[src/pkg/lta_pkg.sv]
/*
 * lta_pkg: constants, codes and state type for the line-side activation
 * state machine (final activation states and their budgets).
 * Assumes a 20 MHz system clock; all event inputs are one-cycle pulses.
 */
`default_nettype none
package lta_pkg;
	// ------------------------------------------------------------
	// clock and start-up budgets
	// ------------------------------------------------------------
	localparam int unsigned LTA_CLK_HZ = 20_000_000;
	localparam int unsigned LTA_CYC_PER_MS = LTA_CLK_HZ / 1000;
	localparam int unsigned LTA_NORMAL_MS = 100;
	localparam int unsigned LTA_WORST_MS = 150;
	localparam int unsigned LTA_NORMAL_CYC = LTA_NORMAL_MS * LTA_CYC_PER_MS;
	localparam int unsigned LTA_WORST_CYC = LTA_WORST_MS * LTA_CYC_PER_MS;
	localparam int LTA_TMR_W = 22;

	// ------------------------------------------------------------
	// function element codes reported to the exchange side
	// ------------------------------------------------------------
	localparam logic [3:0] LTA_FE_NONE = 4'h0;
	localparam logic [3:0] LTA_FE_ACTIVATING = 4'h2;
	localparam logic [3:0] LTA_FE_ACTIVATED = 4'h3;
	localparam logic [3:0] LTA_FE_LOOP_ACTIVE = 4'h4;
	localparam logic [3:0] LTA_FE_INITIATED = 4'h6;
	localparam logic [3:0] LTA_FE_FAULT = 4'h7;
	localparam logic [3:0] LTA_FE_LOOP_DEFECT = 4'hc;

	// ------------------------------------------------------------
	// line signal codes sent to the remote terminator
	// ------------------------------------------------------------
	localparam logic [3:0] LTA_LSIG_NONE = 4'h0;
	localparam logic [3:0] LTA_LSIG_TRAINING = 4'h4;
	localparam logic [3:0] LTA_LSIG_LOOP_OPERATION = 4'h9;

	// ------------------------------------------------------------
	// states, gray coded in order from deactivated through malfunction; the pending states are outside that sequence
	// ------------------------------------------------------------
	typedef enum logic [3:0] {
		LTA_DEACT = 4'h0,
		LTA_INITIATED = 4'h1,
		LTA_ACTIVATING = 4'h3,
		LTA_ACTIVATED = 4'h2,
		LTA_LOOP_ACTIVE = 4'h6,
		LTA_LOOP_DEFECT = 4'h7,
		LTA_FRAME_LOSS = 4'h5,
		LTA_MALFUNCTION = 4'h4,
		LTA_PEND_A = 4'hc,
		LTA_PEND_B = 4'hd
	} lta_state_t;
endpackage
`default_nettype wire

[src/pkg/lta_tmr_if.sv]
/*
 * lta_tmr_if: link between the state machine and its start-up budget timer.
 * Assumes both ends sit on the same clock.
 */
`timescale 1ns/1ns
`default_nettype none
interface lta_tmr_if;
	logic run;
	logic restart;
	logic ext_expiry;
	logic normal_over;
	logic worst_over;
	modport fsm (output run, output restart, output ext_expiry,
		input normal_over, input worst_over);
	modport tmr (input run, input restart, input ext_expiry,
		output normal_over, output worst_over);
endinterface
`default_nettype wire

[src/core/lta_budget_timer.sv]
/*
 * lta_budget_timer: counts the line-side start-up and reframing budget
 * and pulses when the normal and worst-case limits are reached.
 * Assumes restart is a one-cycle pulse on entry to a start-up phase.
 */
`timescale 1ns/1ns
`default_nettype none
module lta_budget_timer
	import lta_pkg::*;
#(
	parameter logic [LTA_TMR_W-1:0] NORMAL_CYCLES = LTA_TMR_W'(LTA_NORMAL_CYC),
	parameter logic [LTA_TMR_W-1:0] WORST_CYCLES = LTA_TMR_W'(LTA_WORST_CYC)
)
(
	input wire logic sys_clk, // system clock
	input wire logic rst, // async reset, active high
	lta_tmr_if.tmr tif // control from the state machine
);
	logic [LTA_TMR_W-1:0] cnt;
	logic running;

	// ------------------------------------------------------------
	// counter, halts at the worst-case limit
	// ------------------------------------------------------------
	assign running = tif.run && !tif.restart;

	always_ff @(posedge sys_clk or posedge rst)
	begin
		if (rst)
			cnt <= '0;
		else if (tif.restart)
			cnt <= '0;
		else if (running && cnt != WORST_CYCLES)
			cnt <= cnt + 1'b1;
	end

	// ------------------------------------------------------------
	// expiry pulses; an external expiry stands in for the worst case
	// ------------------------------------------------------------
	always_ff @(posedge sys_clk or posedge rst)
	begin
		if (rst)
		begin
			tif.normal_over <= 1'b0;
			tif.worst_over <= 1'b0;
		end
		else
		begin
			tif.normal_over <= running && cnt == NORMAL_CYCLES - 1'b1;
			tif.worst_over <= running &&
				(cnt == WORST_CYCLES - 1'b1 || tif.ext_expiry);
		end
	end
endmodule // lta_budget_timer
`default_nettype wire

[src/core/lta_fsm.sv]
/*
 * lta_fsm: line-side activation state machine, final states: activated,
 * loopback, loopback defect, lost framing and malfunction, with the
 * start-up budget monitor.
 * Assumes every event input is a one-cycle pulse from logic on sys_clk.
 */
// Notes on behaviour
// - loopback active plus loopback activating signal enters defect, reports it
// - defect state returns to loopback active on loopback operation signal
// - framing loss enters lost-framing, sends training and fault indication
// - lost-framing moves to activated when receiver resynchronizes
// - lost-framing acts like activating except for its reported element
// - remote signal loss enters malfunction from every other active state
// - malfunction moves to activating when remote operating signal returns
// - impossible or unlisted events leave state and outputs unchanged
// - received-signal loss moves loopback states to lost-framing; may merge
// - remote training detection counts as remote-to-line synchronization
// - timer expiry may come from an external element instead
// - remote signal return picks pending state from last request order
// - start-up must finish within normal and worst-case limits
// - line side budget is 100 ms normal and 150 ms worst case
// - the same limits bound reframing after framing loss
`timescale 1ns/1ns
`default_nettype none
module lta_fsm
	import lta_pkg::*;
#(
	parameter logic [LTA_TMR_W-1:0] NORMAL_CYCLES = LTA_TMR_W'(LTA_NORMAL_CYC),
	parameter logic [LTA_TMR_W-1:0] WORST_CYCLES = LTA_TMR_W'(LTA_WORST_CYC),
	parameter bit LOS_AS_FRAME_LOSS = 1'b0
)
(
	input wire logic sys_clk, // system clock, 20 MHz
	input wire logic rst, // async reset, active high
	input wire logic ev_activate_req, // activate request pulse
	input wire logic ev_deactivate_req, // deactivate request pulse
	input wire logic ev_remote_op, // remote operating signal appeared
	input wire logic ev_remote_lost, // remote operating signal gone
	input wire logic ev_remote_train, // remote training signal detected
	input wire logic ev_rx_synced, // receiver synchronized, remote to line
	input wire logic ev_frame_loss, // receiver lost frame alignment
	input wire logic ev_rx_loss, // loss of received signal
	input wire logic ev_loop_activating, // loopback activating signal
	input wire logic ev_loop_operation, // loopback operation signal
	input wire logic ev_timer_expiry, // external budget expiry
	output logic [3:0] function_element, // element reported to exchange
	output logic function_element_stb, // pulse on each new element
	output logic tx_frame_on, // frame-bearing signal sent
	output logic [3:0] tx_line_signal, // code of signal sent to remote
	output logic startup_late, // normal budget exceeded
	output logic startup_fail, // worst-case budget exceeded
	output logic [3:0] state_code // current state
);
	lta_state_t state;
	lta_state_t next_state;
	logic act_after_deact;
	logic frame_loss_ev;
	logic rx_loss_ev;
	logic synced_ev;
	logic in_startup;
	logic next_in_startup;
	logic restart;
	lta_tmr_if tif();

	// ------------------------------------------------------------
	// event qualification
	// ------------------------------------------------------------
	assign rx_loss_ev = ev_rx_loss && !LOS_AS_FRAME_LOSS;
	assign frame_loss_ev = ev_frame_loss || (ev_rx_loss && LOS_AS_FRAME_LOSS);
	assign synced_ev = ev_rx_synced || ev_remote_train;

	// ------------------------------------------------------------
	// request order memory for the pending choice
	// ------------------------------------------------------------
	always_ff @(posedge sys_clk or posedge rst)
	begin
		if (rst)
			act_after_deact <= 1'b0;
		else if (ev_activate_req)
			act_after_deact <= 1'b1;
		else if (ev_deactivate_req)
			act_after_deact <= 1'b0;
	end

	// ------------------------------------------------------------
	// next state
	// ------------------------------------------------------------
	always_comb
	begin
		next_state = state;
		if (ev_deactivate_req)
			next_state = LTA_DEACT;
		else
		begin
			case (state)
			LTA_DEACT:
				if (ev_remote_op)
					next_state = act_after_deact ? LTA_PEND_A : LTA_PEND_B;
			LTA_PEND_A, LTA_PEND_B:
				if (ev_activate_req)
					next_state = LTA_INITIATED;
			LTA_INITIATED:
				if (ev_remote_lost)
					next_state = LTA_MALFUNCTION;
				else if (ev_remote_op)
					next_state = LTA_ACTIVATING;
			LTA_ACTIVATING, LTA_FRAME_LOSS:
				if (ev_remote_lost)
					next_state = LTA_MALFUNCTION;
				else if (synced_ev)
					next_state = LTA_ACTIVATED;
			LTA_ACTIVATED:
				if (ev_remote_lost)
					next_state = LTA_MALFUNCTION;
				else if (frame_loss_ev || rx_loss_ev)
					next_state = LTA_FRAME_LOSS;
				else if (ev_loop_operation)
					next_state = LTA_LOOP_ACTIVE;
			LTA_LOOP_ACTIVE:
				if (ev_remote_lost)
					next_state = LTA_MALFUNCTION;
				else if (frame_loss_ev || rx_loss_ev)
					next_state = LTA_FRAME_LOSS;
				else if (ev_loop_activating)
					next_state = LTA_LOOP_DEFECT;
			LTA_LOOP_DEFECT:
				if (ev_remote_lost)
					next_state = LTA_MALFUNCTION;
				else if (frame_loss_ev || rx_loss_ev)
					next_state = LTA_FRAME_LOSS;
				else if (ev_loop_operation)
					next_state = LTA_LOOP_ACTIVE;
			LTA_MALFUNCTION:
				if (ev_remote_op)
					next_state = LTA_ACTIVATING;
			default:
				next_state = LTA_DEACT;
			endcase
		end
	end

	always_ff @(posedge sys_clk or posedge rst)
	begin
		if (rst)
			state <= LTA_DEACT;
		else
			state <= next_state;
	end

	// ------------------------------------------------------------
	// reports toward the exchange side, one per state entry
	// ------------------------------------------------------------
	always_ff @(posedge sys_clk or posedge rst)
	begin
		if (rst)
		begin
			function_element <= LTA_FE_NONE;
			function_element_stb <= 1'b0;
		end
		else
		begin
			function_element_stb <= next_state != state;
			case (next_state)
			LTA_INITIATED: function_element <= LTA_FE_INITIATED;
			LTA_ACTIVATING: function_element <= LTA_FE_ACTIVATING;
			LTA_ACTIVATED: function_element <= LTA_FE_ACTIVATED;
			LTA_LOOP_ACTIVE: function_element <= LTA_FE_LOOP_ACTIVE;
			LTA_LOOP_DEFECT: function_element <= LTA_FE_LOOP_DEFECT;
			LTA_FRAME_LOSS: function_element <= LTA_FE_FAULT;
			LTA_MALFUNCTION: function_element <= LTA_FE_FAULT;
			default: function_element <= LTA_FE_NONE;
			endcase
		end
	end

	// ------------------------------------------------------------
	// signals toward the remote terminator
	// ------------------------------------------------------------
	always_ff @(posedge sys_clk or posedge rst)
	begin
		if (rst)
		begin
			tx_frame_on <= 1'b0;
			tx_line_signal <= LTA_LSIG_NONE;
		end
		else
		begin
			case (next_state)
			LTA_ACTIVATED, LTA_LOOP_ACTIVE, LTA_LOOP_DEFECT:
			begin
				tx_frame_on <= 1'b1;
				tx_line_signal <= LTA_LSIG_LOOP_OPERATION;
			end
			LTA_INITIATED, LTA_ACTIVATING, LTA_FRAME_LOSS, LTA_MALFUNCTION:
			begin
				tx_frame_on <= 1'b1;
				tx_line_signal <= LTA_LSIG_TRAINING;
			end
			default:
			begin
				tx_frame_on <= 1'b0;
				tx_line_signal <= LTA_LSIG_NONE;
			end
			endcase
		end
	end

	always_ff @(posedge sys_clk or posedge rst)
	begin
		if (rst)
			state_code <= LTA_DEACT;
		else
			state_code <= next_state;
	end

	// ------------------------------------------------------------
	// start-up and reframing budget
	// ------------------------------------------------------------
	// the budget restarts on each fresh start-up and on every framing loss,
	// so a slow reframe is judged on its own and not on the earlier start-up
	assign next_in_startup = next_state == LTA_INITIATED ||
		next_state == LTA_ACTIVATING || next_state == LTA_FRAME_LOSS;

	always_ff @(posedge sys_clk or posedge rst)
	begin
		if (rst)
		begin
			in_startup <= 1'b0;
			restart <= 1'b0;
		end
		else
		begin
			in_startup <= next_in_startup;
			restart <= (next_in_startup && !in_startup) ||
				(next_state == LTA_FRAME_LOSS && state != LTA_FRAME_LOSS);
		end
	end

	assign tif.run = in_startup;
	assign tif.restart = restart;
	assign tif.ext_expiry = ev_timer_expiry;

	lta_budget_timer #(
		.NORMAL_CYCLES(NORMAL_CYCLES),
		.WORST_CYCLES(WORST_CYCLES)
	) u_timer (
		.sys_clk(sys_clk),
		.rst(rst),
		.tif(tif)
	);

	// set wins over the restart that would clear it
	always_ff @(posedge sys_clk or posedge rst)
	begin
		if (rst)
		begin
			startup_late <= 1'b0;
			startup_fail <= 1'b0;
		end
		else
		begin
			if (tif.normal_over)
				startup_late <= 1'b1;
			else if (restart)
				startup_late <= 1'b0;
			if (tif.worst_over)
				startup_fail <= 1'b1;
			else if (restart)
				startup_fail <= 1'b0;
		end
	end
endmodule // lta_fsm
`default_nettype wire

[config.mk]
export PLATFORM = sky130hd
export DESIGN_NAME = lta_fsm
export DESIGN_NICKNAME = d
export VERILOG_FILES = /design/src/pkg/lta_pkg.sv /design/src/pkg/lta_tmr_if.sv /design/src/core/lta_budget_timer.sv /design/src/core/lta_fsm.sv
export SDC_FILE = /design/constraint.sdc
export NUM_CORES = 1
export LEC_CHECK = 0
export BUFFER_PORTS_ARGS = -buffer_cell sky130_fd_sc_hd__buf_2
export CAP_MARGIN = 0
export CELL_PAD_IN_SITES_DETAIL_PLACEMENT = 0
export CELL_PAD_IN_SITES_GLOBAL_PLACEMENT = 1
export CORE_AREA = 4 4 93 95
export CTS_CLUSTER_SIZE = 25
export DETAILED_ROUTE_END_ITERATION = 10
export DIE_AREA = 0 0 97 99
export GPL_TIMING_DRIVEN = 0
export HOLD_SLACK_MARGIN = 0.12
export PLACE_DENSITY = 0.59
export SLEW_MARGIN = 20
export SYNTH_ARGS = -nofsm -noshare
export SYNTH_HDL_FRONTEND = slang
export SYNTH_SLANG_ARGS = --single-unit
[constraint.sdc]
create_clock -name sys_clk -period 5.3 [get_ports sys_clk]
set_input_delay 0.265 -clock sys_clk [delete_from_list [all_inputs] [get_ports sys_clk]]
set_output_delay 0.265 -clock sys_clk [all_outputs]
set_load 0.01 [all_outputs]
Word level (Yosys, flattened, before mapping) --
Index checks and enable logic that the tools add are counted.
Storage, ports and cells: flip-flop bits (word level) 43, word-level logic and storage cells 86
Operators by class: add/subtract/negate cells 1, equal/unequal tests 21, multiplexer cells 25, reduce and logical (&&, ||, !) cells 26
Operators by type and width (count):
- $mux W4 | 13
- $mux W22 | 2
- $eq A4 B3 Y1 const B | 8
- $pmux W4 S7 | 1
- $pmux W4 S6 | 1
- $add A22 B1 Y22 const B | 1
- $eq A22 B21 Y1 const B | 1
- $eq A22 B22 Y1 const B | 1
- $ne A22 B22 Y1 const B | 1
- $eq A4 B2 Y1 const B | 4
- $eq A4 B1 Y1 const B | 2
- $eq A4 B4 Y1 const B | 2
- $pmux W4 S2 | 1
- $reduce_bool A2 Y1 | 4
- $reduce_or A2 Y1 | 4
- $mux W1 | 7
- $reduce_or A7 Y1 | 1
- $logic_and A1 B1 Y1 | 6
- $logic_or A1 B1 Y1 | 6
- $logic_not A4 Y1 | 1
- $ne A4 B3 Y1 const B | 1
- $ne A4 B4 Y1 | 1
- $reduce_or A4 Y1 | 1
- $reduce_or A3 Y1 | 1
- $logic_not A1 Y1 | 2

Logic depth before layout (Yosys ltp) --
word-level depth 10, gate-level depth with buffers 8, gate-level depth less buffers 7

By module --
Synthesis repeated with hierarchy kept, for this count alone.
Second synthesis, totals: cells, all modules 286, area total of the unflattened synthesis 2638.8 um^2
Modules (own cells, without submodules):
- lta_budget_timer | instances 1, cells an instance 163, area an instance 1441.4 um^2, seq. area each 600.6 um^2
- lta_fsm | instances 1, cells an instance 123, area an instance 1197.4 um^2, seq. area each 425.4 um^2

Worst setup path after synthesis --
OpenSTA, ideal clock, no wires.
path kind flip-flop to flip-flop, from register, netlist name state_code[0], to register function_element_stb, setup time 0.080 ns, arrival time 1.939 ns, required time 5.220 ns, setup slack 3.280 ns, cell stages (with the launch flop) 7, buffers on the path 0, period minus slack after synthesis 2.020 ns, cell sequence dfrtp_1 -> nor2b_2 -> or4_4 -> o311a_4 -> o31a_1 -> o311a_1 -> o211ai_2
RTL lines:
- end signal: assignment | line lta_fsm.sv:162 | function_element_stb <= next_state != state;
- end: declaration | line lta_fsm.sv:47 | output logic function_element_stb,

==> out/results.ini <==
[yosys]
async_flop_share = 1.00
synth_fp_nets = 260
synth_most_common_cell = dfrtp_1
synthesis.area_um2 = 2270
synth_common_cells = dfrtp_1 (41), nor2_1 (26), nand2_1 (20)
avgSynthCellArea_um2 = 9.27
netlist_top_cells_area = dfrtp_1 (45%), xor2_1 (5.0%), nor2_1 (4.3%)
synth_ff_type = dfrtp_1
netlist_instances = 245
synth_top_area_frac = 0.452
yosysTopAreaCell = dfrtp_1
synthDistinctLibCells = 57
synth_seq_cells = 41
synth_edf_count = 0
yosysWarnings = 0
seq_area_frac_synth = 0.452

[detailed_routing]
drtIter0Drc = 67
dr.pass1.iters = 4
routed_wl_mm = 5.26
viasPerCell = 4.90
via_count = 1876
routedWlPerCell_um = 13.7
ant_nets = 0
drc = 0

[critical_path]
cp_slowest_cell = o31ai_2
crit_family = compound AO/OA/AOI/OAI gates
worst-path-buf-inv = 2
cpPeakStageDelay_ps = 490
cp_max_fo = 10
crit_chain = buf_2, nor4b_1, o22ai_1, o31ai_2, inv_1, o31a_1
reg2reg_depth = 6
crit_type = reg -> reg
cp-end-kind = flip-flop
worstPathArrival_ps = 2370
startpoint_type = flip-flop
crit_cells = 6
cp_data_required_time_ps = 5480

[placed_design]
gp_congestion = 0.830
numPortBuffers = 26
hpwl_mm = 3.86

[power]
internal_power_w = 0.000597
clock_power_share = 0.297
p_sw_frac = 0.320
p_seq_frac = 0.430
p_leak_nw = 1.24
power_switching_w = 0.000280
power_density_nw_per_um2 = 328
irDropWorstVdd_uv = 140
p_total_w = 0.000878
power_frac_comb = 0.273

[finish]
diodes = 0
fin_nets = 295
layout-area-overhead-vs-synth_pct = 17.8
layout-drive-gt1-share = 0.181

[sta]
finalHoldViolations = 0
rsz0062_at_grt = no
maxSlewViolCount = 0
finalClockSkew_ps = 12.2
tns_ps = 0
max-slew-margin-rel = 0.551
setup_violations = 0
holdWs_ps = 216
min_period_ps = 2200
clock.fmax_mhz = 455
worst_pin_slew_ps = 668
period_share = 0.414

[clocking]
cts_resized = 0
postCtsSetupRepairBufs = 0
clk_latency_ps = 290
clkTransAtPathRegs_ps = 80
cts_buffers = 5
cts_tree = yes
clockBufferDepth = 2
htreeDepth = 2
clockRootBuffer = clkbuf_8
cts_sinks = 41

[global_route]
gr-total-overflow = 0
grt_pass1_vias = 1869
antenna_found_initial = 0
grt_pass1_wl_mm = 9.00
grt_max_degree = 34
grt_use_total = 0.113

[floorplan]
start_util = 0.294
die_y_um = 99
ios = 29
dieWidth_um = 97
die_area_um2 = 9600
rows = 32
coreArea_um2 = 7730

[min_path]
worstHoldPathCells = 2
hold_class = in -> reg

[outcome]
status = complete, no violations

[flow_run]
cap_viol_max_count = 0

==> layout make-up <==
type	count	area (um2)
multi-input combinational	179	1140
inverter	15	61.3
timing repair buffer	28	160
buffer	10	48.8
tap	102	128
fill	813	5050
clock buffer	7	86.3
sequential	41	1030
clock inverter	1	30.0
==> cells by family after synthesis <==
| kind of cell | Yosys count | synth area share |
|---|---|---|
| mux | 4 | 0.0176 |
| compound gates | 53 | 0.176 |
| fa+ha+maj | 2 | 0.0110 |
| flops | 41 | 0.452 |
| simple gates | 104 | 0.236 |
| xor+xnor | 15 | 0.0578 |
| other cells | 1 | 0.00165 |
| buf+inv | 25 | 0.0485 |
==> through the flow <==
stage,utilization,cell area (um2),worst slack [ps],std cells
after global placement,0.327,2530,3080,373
after global routing,0.346,2680,2890,383
after floorplan,-,2270,3280,245
after detailed placement,0.330,2550,3120,374
after CTS,0.346,2680,3100,383
final,0.346,2680,3100,383
==> cell usage in the layout (no fill, tap or decap), types with 3 or more instances in the layout <==
cell type / Yosys / routed
nor2b_1: 3 / 3
mux2i_1: 4 / 4
inv_1: 14 / 13
o211ai_1: 4 / 4
buf_2: 3 / 29
a21o_1: 3 / 3
a21oi_1: 11 / 11
nor4_1: 3 / 3
o22ai_1: 3 / 3
xor2_1: 13 / 13
dfrtp_1: 41 / 41
clkbuf_1: 5 / 6
or3_1: 3 / 3
nor3_1: 7 / 7
and2_1: 4 / 4
clkbuf_8: 0 / 6
nand4_1: 8 / 8
o21ai_0: 10 / 10
nand3_1: 15 / 15
nor2_1: 26 / 26
nand2_1: 20 / 20
==> repair_timing <==
action                                 in CTS  in global routing
setup endpoints to repair                   0                  0
hold buffers                                1                  0
endpoints found under the hold margin       8                  0
==> power groups by stage <==
stage / Combinational, W / Clock [W] / Sequential [W]
after floorplan: 0.000154 / 0 / 0.000392
after global placement: 0.000240 / 0 / 0.000383
after detailed placement: 0.000239 / 0 / 0.000383
after CTS: 0.000241 / 0.000268 / 0.000378
after global routing: 0.000268 / 0.000282 / 0.000385
final: 0.000239 / 0.000261 / 0.000378
==> state kept, by name, summed over array words and instances, names as in the netlist <==
register and count:
function_element_stb 1, tx_line_signal 2, state_code 4, u_timer.tif.normal_over 1, u_timer.cnt 22, function_element 4
startup_fail 1, startup_late 1, u_timer.tif.worst_over 1, restart 1, in_startup 1, act_after_deact 1
tx_frame_on 1
==> metal layers <==
metal  share of wire  up-vias  wire length, um  GRT usage
li1                -      947                -          -
met1            0.52      893             2750      0.164
met2            0.43       30             2280      0.168
met3           0.030        6              160     0.0248
met4           0.013        0               69     0.0313
met5               0        -                0          0
==> final timing paths <==
kind / from / end / slack [ps]
max reg2reg: state_code[2] / function_element[1] / 3100
min in group asynchronous: rst / function_element[3] / 430
min reg2reg: u_timer.tif.worst_over / startup_fail / 430
max in group asynchronous: rst / u_timer.tif.worst_over / 4440
max: state_code[2] / function_element[1] / 3100
min: ev_activate_req / act_after_deact / 220
Note: power is estimated with default switching activity, not from simulation.
